==> config.mk <==
export PLATFORM = sky130hd
export DESIGN_NAME = tfs_framer
export DESIGN_NICKNAME = d
export VERILOG_FILES = /design/src/common/tfs_pkg.sv /design/src/hw/tfs_framer.sv
export SDC_FILE = /design/constraint.sdc
export NUM_CORES = 1
export LEC_CHECK = 0
export BUFFER_PORTS_ARGS = -buffer_cell sky130_fd_sc_hd__buf_4
export CORE_MARGIN = 5
export CORE_UTILIZATION = 57
export CTS_CLUSTER_DIAMETER = 60
export DETAILED_ROUTE_END_ITERATION = 6
export PLACE_DENSITY = 0.8
export SYNTH_ARGS = -nofsm -noshare
export SYNTH_HDL_FRONTEND = slang
export SYNTH_SLANG_ARGS = --single-unit
==> constraint.sdc <==
create_clock -name CLK_IN -period 4 [get_ports CLK_IN]
set_clock_uncertainty 0.05 [all_clocks]
set_input_delay 0 -clock CLK_IN [delete_from_list [all_inputs] [get_ports CLK_IN]]
set_output_delay 0 -clock CLK_IN [all_outputs]
set_load 0.03 [all_outputs]
==> src/common/tfs_pkg.sv <==
// package for the twelve-frame t1 multiframe framer
// assumes one clock domain; all users refer to names as tfs_pkg::name
package tfs_pkg;

  // ****************************************
  // frame geometry
  // ****************************************
  localparam int BITS_PER_CHAN = 8;
  localparam int CHANNELS = 24;
  localparam int BITS_PER_FRAME = 1 + CHANNELS * BITS_PER_CHAN;
  localparam int FRAMES = 12;
  localparam int CHAN_RATE_KBPS = 64;
  localparam logic [7:0] LAST_POS = 8'(BITS_PER_FRAME - 1);
  localparam logic [7:0] F_POS = 8'h00;
  localparam logic [2:0] CHAN_END = 3'h0;
  localparam logic [4:0] LAST_CHAN = 5'(CHANNELS - 1);
  localparam logic [3:0] FIRST_FRAME = 4'h1;
  localparam logic [3:0] LAST_FRAME = 4'(FRAMES);
  localparam logic [3:0] SIG_A_FRAME = 4'h6;
  localparam logic [3:0] SIG_B_FRAME = 4'hc;

  // ****************************************
  // framing bit patterns, first frame in the msb
  // ****************************************
  localparam logic [5:0] TERM_PATTERN = 6'h2a;
  localparam logic [5:0] SIGF_PATTERN = 6'h0e;

  // ****************************************
  // digital data sync byte, line bit 1 in the msb
  // ****************************************
  localparam logic [7:0] SYNC_MASK = 8'hf9;
  localparam logic [7:0] SYNC_FIXED = 8'hb8;
  localparam int SYNC_Y_BIT = 2;
  localparam int SYNC_R_BIT = 1;

  typedef enum logic [1:0] {
    RX_FRAME_HUNT,
    RX_MF_HUNT,
    RX_LOCKED
  } tfs_rx_state_e;

  typedef struct packed {
    logic [7:0] data;
    logic [4:0] chan;
    logic [3:0] frame;
    logic sig_valid;
    logic sig_is_b;
  } tfs_rx_octet_s;

  // expected framing bit at the start of frame f (1..12)
  function automatic logic fbit(input logic [3:0] f);
    logic [3:0] k;
    k = 4'((f - FIRST_FRAME) >> 1);
    if (f[0]) begin
      fbit = TERM_PATTERN[3'(5 - k)];
    end else begin
      fbit = SIGF_PATTERN[3'(5 - k)];
    end
  endfunction

endpackage

==> src/hw/tfs_framer.sv <==
// twelve-frame t1 multiframe builder and aligner
// assumes line bit strobes come from logic on CLK_IN; RX_LINE_IN is a pin
`timescale 1ns/1ps

// Functional notes
// - frames are counted one to twelve and wrap back to one.
// - each frame is one framing bit then 24 channels of 8 bits.
// - odd frames carry the terminal pattern 101010 in the framing bit.
// - even frames carry the signalling pattern 001110 in the framing bit.
// - outside data mode, bit 8 of each channel is the A bit in frame 6 and B bit in frame 12.
// - each channel is one 64 kbps circuit, one octet per frame.
// - data mode puts 10111YR0 in the last channel, Y low meaning alarm.
// - the R bit of the sync byte is passed through without meaning.
module tfs_framer #(
  parameter int LOCK_FRAMES = 4,
  parameter int LOSS_ERRORS = 2
) (
  // clock and reset
  input wire logic CLK_IN,
  input wire logic RST_IN,
  // mode
  input wire logic DATA_MODE_IN,
  // transmit user side
  input wire logic TX_TICK_IN,
  input wire logic [7:0] TX_DATA_IN,
  input wire logic [23:0] TX_SIG_A_IN,
  input wire logic [23:0] TX_SIG_B_IN,
  input wire logic TX_RALARM_IN,
  input wire logic TX_RBIT_IN,
  output logic TX_REQ_OUT,
  output logic [4:0] TX_CHAN_OUT,
  // transmit line side
  output logic TX_BIT_OUT,
  output logic [3:0] TX_FRAME_OUT,
  output logic TX_MF_START_OUT,
  // receive line side
  input wire logic RX_TICK_IN,
  input wire logic RX_LINE_IN,
  // receive user side
  output logic RX_VALID_OUT,
  output tfs_pkg::tfs_rx_octet_s RX_OCTET_OUT,
  output logic RX_FRAME_LOCK_OUT,
  output logic RX_MF_LOCK_OUT,
  output logic RX_RALARM_OUT,
  output logic RX_RBIT_VALID_OUT,
  output logic RX_RBIT_OUT,
  output logic RX_SYNC_ERR_OUT
);

  // ****************************************
  // transmit counters
  // ****************************************
  logic [7:0] tpos_q;
  logic [3:0] tframe_q;
  logic [7:0] thold_q;

  wire t_last = tpos_q == tfs_pkg::LAST_POS;
  wire t_fslot = tpos_q == tfs_pkg::F_POS;
  wire [7:0] tpos_m1 = tpos_q - 8'h01;
  wire [4:0] tchan = tpos_m1[7:3];
  wire [2:0] tidx = tpos_m1[2:0];
  wire t_first = !t_fslot && tidx == 3'h0;
  wire t_req = t_fslot || (tpos_q[2:0] == tfs_pkg::CHAN_END && !t_last);
  wire [4:0] t_req_chan = tpos_q[7:3];
  wire t_sig_frame = tframe_q == tfs_pkg::SIG_A_FRAME ||
                     tframe_q == tfs_pkg::SIG_B_FRAME;
  wire t_sig_bit = (tframe_q == tfs_pkg::SIG_B_FRAME) ?
                   TX_SIG_B_IN[tchan] : TX_SIG_A_IN[tchan];
  wire [7:0] t_sync = tfs_pkg::SYNC_FIXED |
                      (8'(!TX_RALARM_IN) << tfs_pkg::SYNC_Y_BIT) |
                      (8'(TX_RBIT_IN) << tfs_pkg::SYNC_R_BIT);
  wire t_dds_slot = DATA_MODE_IN && tchan == tfs_pkg::LAST_CHAN;
  // the octet is taken on its first bit and held for the other seven
  wire [7:0] t_byte =
    t_dds_slot ? t_sync :
    (!DATA_MODE_IN && t_sig_frame) ? {TX_DATA_IN[7:1], t_sig_bit} :
    TX_DATA_IN;
  wire [7:0] t_cur = t_first ? t_byte : thold_q;
  wire t_line = t_fslot ? tfs_pkg::fbit(tframe_q) : t_cur[3'h7 - tidx];
  wire [3:0] tframe_nx = (tframe_q == tfs_pkg::LAST_FRAME) ?
                         tfs_pkg::FIRST_FRAME : tframe_q + 4'h1;

  always_ff @(posedge CLK_IN) begin
    if (RST_IN) begin
      tpos_q <= tfs_pkg::F_POS;
      tframe_q <= tfs_pkg::FIRST_FRAME;
      thold_q <= 8'h00;
      TX_REQ_OUT <= 1'b0;
      TX_CHAN_OUT <= 5'h00;
      TX_BIT_OUT <= 1'b0;
      TX_FRAME_OUT <= tfs_pkg::FIRST_FRAME;
      TX_MF_START_OUT <= 1'b0;
    end else begin
      TX_REQ_OUT <= TX_TICK_IN && t_req;
      TX_MF_START_OUT <= TX_TICK_IN && t_fslot &&
                         tframe_q == tfs_pkg::FIRST_FRAME;
      if (TX_TICK_IN) begin
        tpos_q <= t_last ? tfs_pkg::F_POS : tpos_q + 8'h01;
        if (t_last) begin
          tframe_q <= tframe_nx;
        end
        if (t_req) begin
          TX_CHAN_OUT <= t_req_chan;
        end
        if (t_first) begin
          thold_q <= t_byte;
        end
        TX_BIT_OUT <= t_line;
        TX_FRAME_OUT <= tframe_q;
      end
    end
  end

  // ****************************************
  // receive pin synchroniser
  // ****************************************
  logic s1_q;
  logic s2_q;
  logic s3_q;
  logic rbit_q;

  // s1_q is read only by s2_q so a metastable level never fans out
  always_ff @(posedge CLK_IN) begin
    if (RST_IN) begin
      s1_q <= 1'b0;
      s2_q <= 1'b0;
      s3_q <= 1'b0;
      rbit_q <= 1'b0;
    end else begin
      s1_q <= RX_LINE_IN;
      s2_q <= s1_q;
      s3_q <= s2_q;
      if (s2_q == s3_q) begin
        rbit_q <= s3_q;
      end
    end
  end

  // ****************************************
  // receive alignment
  // ****************************************
  tfs_pkg::tfs_rx_state_e st_q;
  tfs_pkg::tfs_rx_state_e st_d;
  logic [7:0] rpos_q;
  logic [3:0] rframe_q;
  logic [3:0] rframe_d;
  logic [1:0] fhist_q;
  logic [5:0] fs_sr_q;
  logic ph_q;
  logic ph_d;
  logic retry_q;
  logic retry_d;
  logic slip;
  logic [7:0] cnt_q;
  logic [7:0] cnt_d;
  logic [6:0] sh_q;

  wire r_fslot = RX_TICK_IN && rpos_q == tfs_pkg::F_POS;
  wire r_alt = rbit_q != fhist_q[1];
  wire [5:0] fs_next = {fs_sr_q[4:0], rbit_q};
  wire [3:0] rframe_nx = (rframe_q == tfs_pkg::LAST_FRAME) ?
                         tfs_pkg::FIRST_FRAME : rframe_q + 4'h1;
  wire r_fbit_ok = rbit_q == tfs_pkg::fbit(rframe_nx);
  wire [7:0] rpos_m1 = rpos_q - 8'h01;
  wire r_chan_end = RX_TICK_IN && !(rpos_q == tfs_pkg::F_POS) &&
                    rpos_q[2:0] == tfs_pkg::CHAN_END;
  wire [7:0] r_byte = {sh_q, rbit_q};
  wire [4:0] r_chan = rpos_m1[7:3];
  wire r_aligned = st_q != tfs_pkg::RX_FRAME_HUNT;
  wire r_locked = st_q == tfs_pkg::RX_LOCKED;
  wire r_sig = r_locked && !DATA_MODE_IN &&
               (rframe_q == tfs_pkg::SIG_A_FRAME ||
                rframe_q == tfs_pkg::SIG_B_FRAME);
  wire r_dds = r_aligned && DATA_MODE_IN && r_chan == tfs_pkg::LAST_CHAN;
  wire r_sync_ok = (r_byte & tfs_pkg::SYNC_MASK) == tfs_pkg::SYNC_FIXED;

  always_comb begin
    st_d = st_q;
    ph_d = ph_q;
    retry_d = retry_q;
    cnt_d = cnt_q;
    rframe_d = rframe_q;
    slip = 1'b0;
    if (r_fslot) begin
      ph_d = !ph_q;
      rframe_d = rframe_nx;
      case (st_q)
        tfs_pkg::RX_FRAME_HUNT: begin
          if (!ph_q) begin
            if (r_alt) begin
              retry_d = 1'b0;
              cnt_d = cnt_q + 8'h01;
              if (cnt_q == 8'(LOCK_FRAMES - 1)) begin
                st_d = tfs_pkg::RX_MF_HUNT;
                cnt_d = 8'h00;
              end
            end else if (cnt_q != 8'h00) begin
              // one broken pair after good ones (a line hit) restarts the
              // count in place; moving phase here would end in a slip
              cnt_d = 8'h00;
            end else if (!retry_q) begin
              // try the other phase before moving the bit position
              retry_d = 1'b1;
              ph_d = ph_q;
              cnt_d = 8'h00;
            end else begin
              retry_d = 1'b0;
              cnt_d = 8'h00;
              slip = 1'b1;
            end
          end
        end
        tfs_pkg::RX_MF_HUNT: begin
          if (!ph_q && !r_alt) begin
            st_d = tfs_pkg::RX_FRAME_HUNT;
          end else if (ph_q && fs_next == tfs_pkg::SIGF_PATTERN) begin
            rframe_d = tfs_pkg::LAST_FRAME;
            st_d = tfs_pkg::RX_LOCKED;
          end
        end
        tfs_pkg::RX_LOCKED: begin
          if (r_fbit_ok) begin
            cnt_d = 8'h00;
          end else if (cnt_q == 8'(LOSS_ERRORS - 1)) begin
            st_d = tfs_pkg::RX_FRAME_HUNT;
            cnt_d = 8'h00;
          end else begin
            cnt_d = cnt_q + 8'h01;
          end
        end
        default: begin
          st_d = tfs_pkg::RX_FRAME_HUNT;
        end
      endcase
    end
  end

  always_ff @(posedge CLK_IN) begin
    if (RST_IN) begin
      st_q <= tfs_pkg::RX_FRAME_HUNT;
      rpos_q <= tfs_pkg::F_POS;
      rframe_q <= tfs_pkg::FIRST_FRAME;
      fhist_q <= 2'h0;
      fs_sr_q <= 6'h00;
      ph_q <= 1'b0;
      retry_q <= 1'b0;
      cnt_q <= 8'h00;
      sh_q <= 7'h00;
    end else begin
      st_q <= st_d;
      ph_q <= ph_d;
      retry_q <= retry_d;
      cnt_q <= cnt_d;
      rframe_q <= rframe_d;
      if (r_fslot) begin
        fhist_q <= {fhist_q[0], rbit_q};
        if (ph_q) begin
          fs_sr_q <= fs_next;
        end
      end
      // a slip holds the count so the next bit is tried as the f-bit
      if (RX_TICK_IN && !slip) begin
        rpos_q <= (rpos_q == tfs_pkg::LAST_POS) ?
                  tfs_pkg::F_POS : rpos_q + 8'h01;
        sh_q <= {sh_q[5:0], rbit_q};
      end
    end
  end

  // ****************************************
  // receive octet delivery
  // ****************************************
  always_ff @(posedge CLK_IN) begin
    if (RST_IN) begin
      RX_VALID_OUT <= 1'b0;
      RX_OCTET_OUT <= '0;
      RX_FRAME_LOCK_OUT <= 1'b0;
      RX_MF_LOCK_OUT <= 1'b0;
      RX_RALARM_OUT <= 1'b0;
      RX_RBIT_VALID_OUT <= 1'b0;
      RX_RBIT_OUT <= 1'b0;
      RX_SYNC_ERR_OUT <= 1'b0;
    end else begin
      RX_FRAME_LOCK_OUT <= r_aligned;
      RX_MF_LOCK_OUT <= r_locked;
      RX_VALID_OUT <= r_chan_end && r_aligned;
      RX_RBIT_VALID_OUT <= r_chan_end && r_dds && r_sync_ok;
      RX_SYNC_ERR_OUT <= r_chan_end && r_dds && !r_sync_ok;
      if (r_chan_end) begin
        RX_OCTET_OUT.data <= r_byte;
        RX_OCTET_OUT.chan <= r_chan;
        RX_OCTET_OUT.frame <= rframe_q;
        RX_OCTET_OUT.sig_valid <= r_sig;
        RX_OCTET_OUT.sig_is_b <= rframe_q == tfs_pkg::SIG_B_FRAME;
      end
      if (r_chan_end && r_dds && r_sync_ok) begin
        RX_RALARM_OUT <= !r_byte[tfs_pkg::SYNC_Y_BIT];
        RX_RBIT_OUT <= r_byte[tfs_pkg::SYNC_R_BIT];
      end
    end
  end

endmodule

==> results of run 1 <==
placed cells by master, fill, tap and decap left out, drive strengths merged, types with 5 or more instances in the layout:
| cell | n |
|---|---|
| dfxtp | 100 |
| inv | 23 |
| nand2b | 10 |
| buf | 105 |
| nand2 | 109 |
| nand3 | 24 |
| a211oi | 13 |
| nor4 | 5 |
| a21oi | 61 |
| nor2 | 79 |
| dlygate4sd3 | 12 |
| nand4 | 15 |
| nor3 | 29 |
| xor2 | 17 |
| nor3b | 5 |
| ha | 16 |
| xnor2 | 19 |
| and3 | 11 |
| clkbuf | 10 |
| nor2b | 5 |
| a2111oi | 5 |
| mux2i | 23 |
| o21ai | 27 |
| o21a | 6 |
power breakdown:
group / switching (W) / leakage, nW / internal [W] / total (W)
sequential: 0.0000341 / 0.809 / 0.00102 / 0.00106
combinational: 0.000304 / 1.81 / 0.000214 / 0.000518
clock: 0.000361 / 0.0848 / 0.000233 / 0.000594
worst max-delay path, stage by stage (launching register included):
cell	delay [ns]
sky130_fd_sc_hd__dfxtp_1	0.42
sky130_fd_sc_hd__inv_1	0.15
sky130_fd_sc_hd__ha_1	0.31
sky130_fd_sc_hd__or3b_1	0.53
sky130_fd_sc_hd__nor3_1	0.35
sky130_fd_sc_hd__o211ai_2	0.15
sky130_fd_sc_hd__or2_1	0.37
sky130_fd_sc_hd__o21ai_1	0.23
sky130_fd_sc_hd__nor2_1	0.06
sky130_fd_sc_hd__a211oi_1	0.23
sky130_fd_sc_hd__dlygate4sd3_1	0.57
registers in the layout, summed over array words and instances (netlist names), 2 cells and up:
name	flops
RX_OCTET_OUT	19
TX_CHAN_OUT	5
TX_FRAME_OUT	4
cnt_q	8
fhist_q	2
fs_sr_q	5
rframe_q	4
rpos_q	8
sh_q	7
st_q	2
tframe_q	4
thold_q	8
tpos_q	8
cells in the mapped netlist (10+ instances only):
cell,n
sky130_fd_sc_hd__nand2_1,107
sky130_fd_sc_hd__dfxtp_1,100
sky130_fd_sc_hd__nor2_1,79
sky130_fd_sc_hd__a21oi_1,61
sky130_fd_sc_hd__clkbuf_1,32
sky130_fd_sc_hd__nor3_1,27
sky130_fd_sc_hd__nand3_1,24
sky130_fd_sc_hd__mux2i_1,23
sky130_fd_sc_hd__o21ai_0,23
sky130_fd_sc_hd__inv_1,21
sky130_fd_sc_hd__xnor2_1,18
sky130_fd_sc_hd__xor2_1,17
sky130_fd_sc_hd__ha_1,16
sky130_fd_sc_hd__nand4_1,15
sky130_fd_sc_hd__a211oi_1,12
sky130_fd_sc_hd__and3_1,10
sky130_fd_sc_hd__nand2b_1,10
through the flow:
step,utilization [%],area [um^2],total power [W]
global route,69.3,6770,0.00230
CTS,69.3,6770,0.00218
detailed placement,66.3,6480,0.00158
global placement,66.3,6480,0.00157
finish,69.3,6770,0.00217
floorplan,-,5720,0.00144
final cells by class:
class | instances | share of cell area [%]
tap | 133 | 2.46
clock buffer | 10 | 1.88
multi-input combinational | 555 | 50.8
clock inverter | 6 | 0.720
timing repair buffer | 117 | 13.4
sequential | 100 | 29.6
inverter | 21 | 1.16
layer usage:
metal / GRT usage, % / wire, um / vias up
li1: - / - / 2711
met1: 28.2 / 5970 / 2544
met2: 43.8 / 7220 / 223
met3: 4.89 / 1190 / 34
met4: 8.18 / 348 / 0
met5: 0 / 0 / -
cells by family after synthesis:
kind of cell    after synthesis  share of synthesized area, %
xor+xnor                     36                          5.84
mux                          28                          5.60
fa+ha+maj                    16                          3.50
buf+inv                      66                          5.05
flops                       100                          35.0
simple gates                322                          27.5
compound gates              153                          17.5
path summary, 6_finish.rpt:
| path | startpoint | end | slack (ns) | cells after the start |
|---|---|---|---|---|
| worst max register to register | tpos_q[1] | thold_q[2] | 0.52 | 10 |
| worst max-delay path | tpos_q[1] | thold_q[2] | 0.52 | 10 |
| worst min register to register | s1_q | s2_q | 0.40 | 1 |
| worst min-delay path | TX_DATA_IN[3] | thold_q[3] | 0.11 | 5 |
==> results.txt, run 1 <==
- The H-tree generated during clock tree synthesis spans 3 levels.
* Ant diodes: 0
- Number of setup violations in the final report: 0
* First-pass detailed-route iteration total: 5
- The die is 110 um wide.
- Ranked by total cell area, the synthesized netlist is headed by sky130_fd_sc_hd__dfxtp_1 (35%), sky130_fd_sc_hd__nand2_1 (7.0%), sky130_fd_sc_hd__a21oi_1 (5.3%).
* RePlAce Congestion: 0.940
* Finished Layout Cells: 942
- Cells with a size suffix above 1 make up 17.6% of the layout.
- After clock tree synthesis, the clock-pin slew on the worst setup and hold paths is 0.10 ns.
- The share of the Yosys chip area taken by registers is 35.0%.
* Hold violation count in the final report: 0
- Synthesized instance count: 721
- Setup repair after global routing left no endpoint under its margin.
- Adding up every negative setup slack in the final design gives 0 ns.
* Post-CTS Resized: 0
* Post-synthesis async set-or-reset flop share: 0%
- Y dimension of the die: 110 um
* Final Cycle Share: 86.9%
* Min-Delay Path Class: in -> reg
- Before CTS, the worst setup slack after placement is 0.832 ns.
- Syn avg cell area: 7.94 um^2
- In this run the cell area of the synthesized design comes to 5720 um^2.
- The layout has 782 filler cells.
- In this run, distinct cell masters in the synthesized netlist total 73.
* Worst VDD drop: 0.243 mV
- Counting flops and latches in the post-synthesis netlist gives 100.
- Detailed-placement wirelength estimate: 10,800 um
- Endpoint kind of the worst setup timing path: flop
- Synth top area share: 35.0%
* Number of enable-type register cells in the synthesized netlist: 0
* Least-Margin Pin Slew: 0.911 ns
* Average via count per standard cell: 5.85
- Global-route wire length before repair: 23,700 um
* Die outline area: 12,100 um^2
- In this run the post-CTS setup repair buffer count came out at 0.
* Max frequency: 288 MHz
- Area Growth Syn to Fin: 18.4%
- The tree is rooted in a sky130_fd_sc_hd__clkbuf_8.
- For this design the ratio of total power to cell area is 320 nW/um^2.
- The detailed router placed 5,512 vias in this run.
- STA classifies the critical path startpoint as a flop.
- In the final routed layout, each cell accounts on average for 15.6 um.
- Counting tap cells, the placed design contains a total of 914 instances.
* Final-stage net count: 884
- Among all flip-flop cells after synthesis, the most frequent one is sky130_fd_sc_hd__dfxtp_1.
- Number of buffers created by CTS: 9
- Remaining routing DRC violations: 0
- Total Routing Usage GR: 24.2%
- Counting I/O delays and the setup requirement, the final critical path takes 3.48 ns.
- Net Count, Synth: 801
* IO Pins: 102
- The flow ran to the end, and the final reports show no timing, DRC or antenna violations.
- After global routing the overflow that remains totals 0.
* Initial drt markers: 280
- Across all hold checks on the routed design, the worst slack comes to 0.111 ns.
- Standard cell core area: 9770 um^2
* Post-route setup slack: 0.524 ns
- Number of buffers inserted by port buffering: 101
* Critical Path RT: 4.27 ns
- The final-report max-slew violation count came to 0.
- LEAKAGE: 2.71 nW
* Detailed Route WL: 14,700 um
* Max-cap viol count: 0
* Insertion delay to the later sink of the worst-skew pair: 0.37 ns
* Clock tree from TritonCTS: done
- Registers take 2000 um^2.
- Number of global-route vias before repair: 5,227
* Crit Path Max Fanout: 11
* Sink Count: 100
- Type of the setup path with the least slack: reg -> reg
* Maximum count of clock buffers along a single path: 2
* Arrival time at the worst endpoint: 3.75 ns
- Total of hold buffers inserted after clock tree synthesis: 12
- During synthesis, Yosys emitted a total of 0 warnings.
- In this run the core area contains 36 standard-cell rows.
- Pin count of the biggest net entering global routing: 85
- In the final layout, the multi-input gates occupy 3440 um^2.
- Post-DRT Antenna Nets: 0
* Antenna violations before repair: 0
* Relative slew margins: 38.8%
- Leading area contributor after synthesis: sky130_fd_sc_hd__dfxtp_1
- The initial utilization of the core area, before any placement, comes to 58.6%.
Power figures use the tool's default switching activity.
==> run 2: changes to the inputs <==
--- a/config.mk
+++ b/config.mk
@@ -6,6 +6,7 @@
 export NUM_CORES = 1
 export LEC_CHECK = 0
 export BUFFER_PORTS_ARGS = -buffer_cell sky130_fd_sc_hd__buf_4
+export CORE_ASPECT_RATIO = 2
 export CORE_MARGIN = 5
 export CORE_UTILIZATION = 57
 export CTS_CLUSTER_DIAMETER = 60
==> constraint.sdc (replaced) <==
create_clock -name CLK_IN -period 3.4 [get_ports CLK_IN]
set_clock_uncertainty 0.05 [all_clocks]
set_input_delay 0 -clock CLK_IN [delete_from_list [all_inputs] [get_ports CLK_IN]]
set_output_delay 0 -clock CLK_IN [all_outputs]
set_load 0.03 [all_outputs]
==> run 2 against run 1 <==
Against the previous run: routed wire length grew 11%; worst setup slack lost 0.31 ns; sequential cell count is the same; final area grew 1.8%; non-clock buffer count grew 3; largest cell class unchanged.
==> results.txt, run 2 (synthesis results as in run 1) <==
* Type of the setup path with the least slack: reg -> reg
- The max-cap check violation count was 0 (unchanged).
- Least-Margin Pin Slew: 0.875 ns (-0.0357 ns)
- The sum of negative setup slack is 0 ns (unchanged).
* Net load switching power: 0.000876 W (+25%)
* Detailed Route WL: 16,400 um (+11%)
* Detailed-placement wirelength estimate: 12,500 um (+16%)
- RePlAce Congestion: 0.911 (-3.1%)
- Global-route wire length before repair: 25,900 um (+9.4%)
* Most used cells in the layout excluding fill and tap cells: sky130_fd_sc_hd__buf_4 (112), sky130_fd_sc_hd__nand2_1 (107), sky130_fd_sc_hd__dfxtp_1 (100)
- The endpoint arrival time on the critical path came to 3.41 ns (-0.34 ns).
- Count of standard-cell rows: 51 (+42%)
* Number of pins with negative max-slew slack in the final report: 0 (unchanged)
- The total iterations of the first detailed-routing run was 5 (unchanged).
- The number of nets in the final layout is 887 (+0.34%).
- Critical Path RT: 3.62 ns (-0.65 ns)
- Initial drt markers: 232 (-17%)
- The number of global-route vias before repair is 5,703 (+9.1%).
- In this run the clock root is driven by a sky130_fd_sc_hd__clkbuf_16.
* Min-Delay Path Class: in -> reg
- The remaining global-route overflow is 0 (unchanged).
- The source-to-sink clock delay at the later pin of the worst-skew pair is 0.34 ns (-0.03 ns).
* Status: complete, no violations
- The post-route clock period utilization was 93.8% (+6.9 points).
- Power share of the sequential group: 43.7% (-5.0 points)
* Total Routing Usage GR: 26.8% (+2.6 points)
* Number of buffer and inverter instances along the worst setup path: 1 (-1)
- The average via count per standard cell was 6.05 (+3.4%).
* Pin count of the biggest net entering global routing: 85 (unchanged)
* Standard cell core area: 9760 um^2 (-0.12%)
- Initial core utilization: 58.6% (+0.068 points)
* Multi-input logic area: 3450 um^2 (+0.15%)
* Htree depth: 3 (unchanged)
* Switching portion of total power: 30.8% (-1.4 points)
- Max FFs per register: 19 (unchanged)
* Crit Path Max Fanout: 11 (unchanged)
- TritonCTS built the clock tree.
- Biggest cell delay along the critical path: 0.56 ns (about the same)
- The die height is 152 um (+38%).
* Register with the highest flop count: RX_OCTET_OUT
- DIE WIDTH: 80.9 um (-27%)
- Placed inst area: 6530 um^2 (+0.79%)
- Total power density per cell area: 412 nW/um^2 (+29%)
* Startpoint kind of the worst setup timing path: flop
* Remaining routing DRC violations: 0 (unchanged)
- Antenna violations before repair: 0 (unchanged)
- The post-detailed-route wirelength per cell is 17.4 um (+11%).
* Clock network power share: 34.1% (+6.7 points)
* Share of cells above drive strength 1: 18.6% (+1.0 points)
* Unrepaired setup endpoints after global routing: false
* Design Area, Final: 6900 um^2 (+1.8%)
- Total number of vias: 5,712 (+3.6%)
- Ant diodes: 0 (unchanged)
- Cells along the critical path: inv_1, ha_1, or3b_1, nor3_2, o211ai_2, or2_1, mux2i_1, a2111o_1, a32oi_1
- Fillers: 811 (+3.7%)
- IO Pins: 102 (unchanged)
- Max frequency: 314 MHz (+9.0%)
- The number of buffer cells added on primary ports came to 101 (unchanged).
- The clock input transition at the sequential cells of the worst setup and hold paths is 0.07 ns (-0.03 ns).
* LEAKAGE: 2.78 nW (+2.5%)
- Commonest non-fill, non-tap cell in the layout: sky130_fd_sc_hd__buf_4
* Number of buffers created by CTS: 9 (unchanged)
- Share of total power in combinational logic: 22.2% (-1.7 points)
* Area Growth Syn to Fin: 20.5%
* Relative slew margins: 41.6% (+2.8 points)
- Sink Count: 100 (unchanged)
- Worst VDD drop: 0.350 mV (+44%)
- The number of antenna-violating nets in the routed design came to 0 (unchanged).
- Family of cells with the greatest summed delay on the critical path: simple AND/OR/NAND/NOR gates
- The worst setup path is captured at a flop.
- The total internal power is 0.00197 W (+34%).
- The buffer depth of the longest clock path was 2 (unchanged).
- Slowest CP cell: sky130_fd_sc_hd__or3b_1
* Number of setup violations in the final report: 0 (unchanged)
- The sequential cell area was 2000 um^2 (unchanged).
* Die outline area: 12,300 um^2 (+1.0%)
- The shortest clock period the worst path allows after layout came to 3.19 ns (-0.286 ns).
- The final count of hold timing violations was 0 (unchanged).
## run 2: cell count changes in the layout (fill, tap and decap cells not counted), sizes merged
| cell | previous run | this run |
|---|---|---|
| dlygate4sd3 | 12 | 8 |
| buf | 105 | 112 |
| clkbuf | 10 | 9 |
| inv | 23 | 24 |
## run 2: cell type report
cell class / instances / area share, %
repair buffers: 120 / 13.4
inverters: 21 / 1.14
flip-flops and latches: 100 / 29.0
clock buffers: 9 / 3.27
multi-input cells: 555 / 50.0
well taps: 132 / 2.39
clock inverters: 7 / 0.835
## run 2: repair_timing
action                                 4_1_cts  5_1_grt
endpoints found under the hold margin        8        0
setup endpoints to repair                    0        1
buffers inserted                             0        0
resized for setup                            0        1
hold buffers                                 8        0
## run 2: worst paths after layout
kind,start,to,slack [ns],cells after the start
min,TX_RBIT_IN,thold_q[1],0.02,3
max,tpos_q[1],TX_BIT_OUT,0.21,9
max reg2reg,tpos_q[1],TX_BIT_OUT,0.21,9
min reg2reg,s1_q,s2_q,0.40,1
## run 2: through the flow
step	power [W]	worst slack (ns)	utilization, %	hold slack [ns]	cells
3_3_place_gp	0.00187	0.363	66.9	0.166	920
5_1_grt	0.00296	0.0455	70.6	0.0239	944
6_report	0.00284	0.211	70.6	0.0180	944
3_5_place_dp	0.00188	0.186	66.9	0.179	920
2_1_floorplan	0.00169	0.433	-	0.0782	721
4_1_cts	0.00285	0.164	70.6	0.00300	944
## run 2: layer usage
layer	share of wire (%)	vias up	track usage (%)	routed length, um
met1	33	2657	23.9	5390
met4	7.0	0	19.6	1140
met2	55	245	51.5	8980
li1	-	2725	-	-
met3	5.4	85	4.44	877
met5	0	-	0	0
## run 2: power groups by stage
stage          Combinational (W)  Clock (W)  Sequential [W]
3_5_place_dp            0.000614          0         0.00127
4_1_cts                 0.000625   0.000984         0.00124
3_3_place_gp            0.000602          0         0.00127
5_1_grt                 0.000683    0.00103         0.00125
2_1_floorplan           0.000406          0         0.00129
6_report                0.000631   0.000969         0.00124
## run 2: worst reg2reg max path, cell delays in order, from the launching register on
cell and delay [ns]:
sky130_fd_sc_hd__dfxtp_1 0.41, sky130_fd_sc_hd__inv_1 0.14, sky130_fd_sc_hd__ha_1 0.32, sky130_fd_sc_hd__or3b_1 0.56, sky130_fd_sc_hd__nor3_2 0.28, sky130_fd_sc_hd__o211ai_2 0.14, sky130_fd_sc_hd__or2_1 0.39, sky130_fd_sc_hd__mux2i_1 0.20
sky130_fd_sc_hd__a2111o_1 0.46, sky130_fd_sc_hd__a32oi_1 0.17
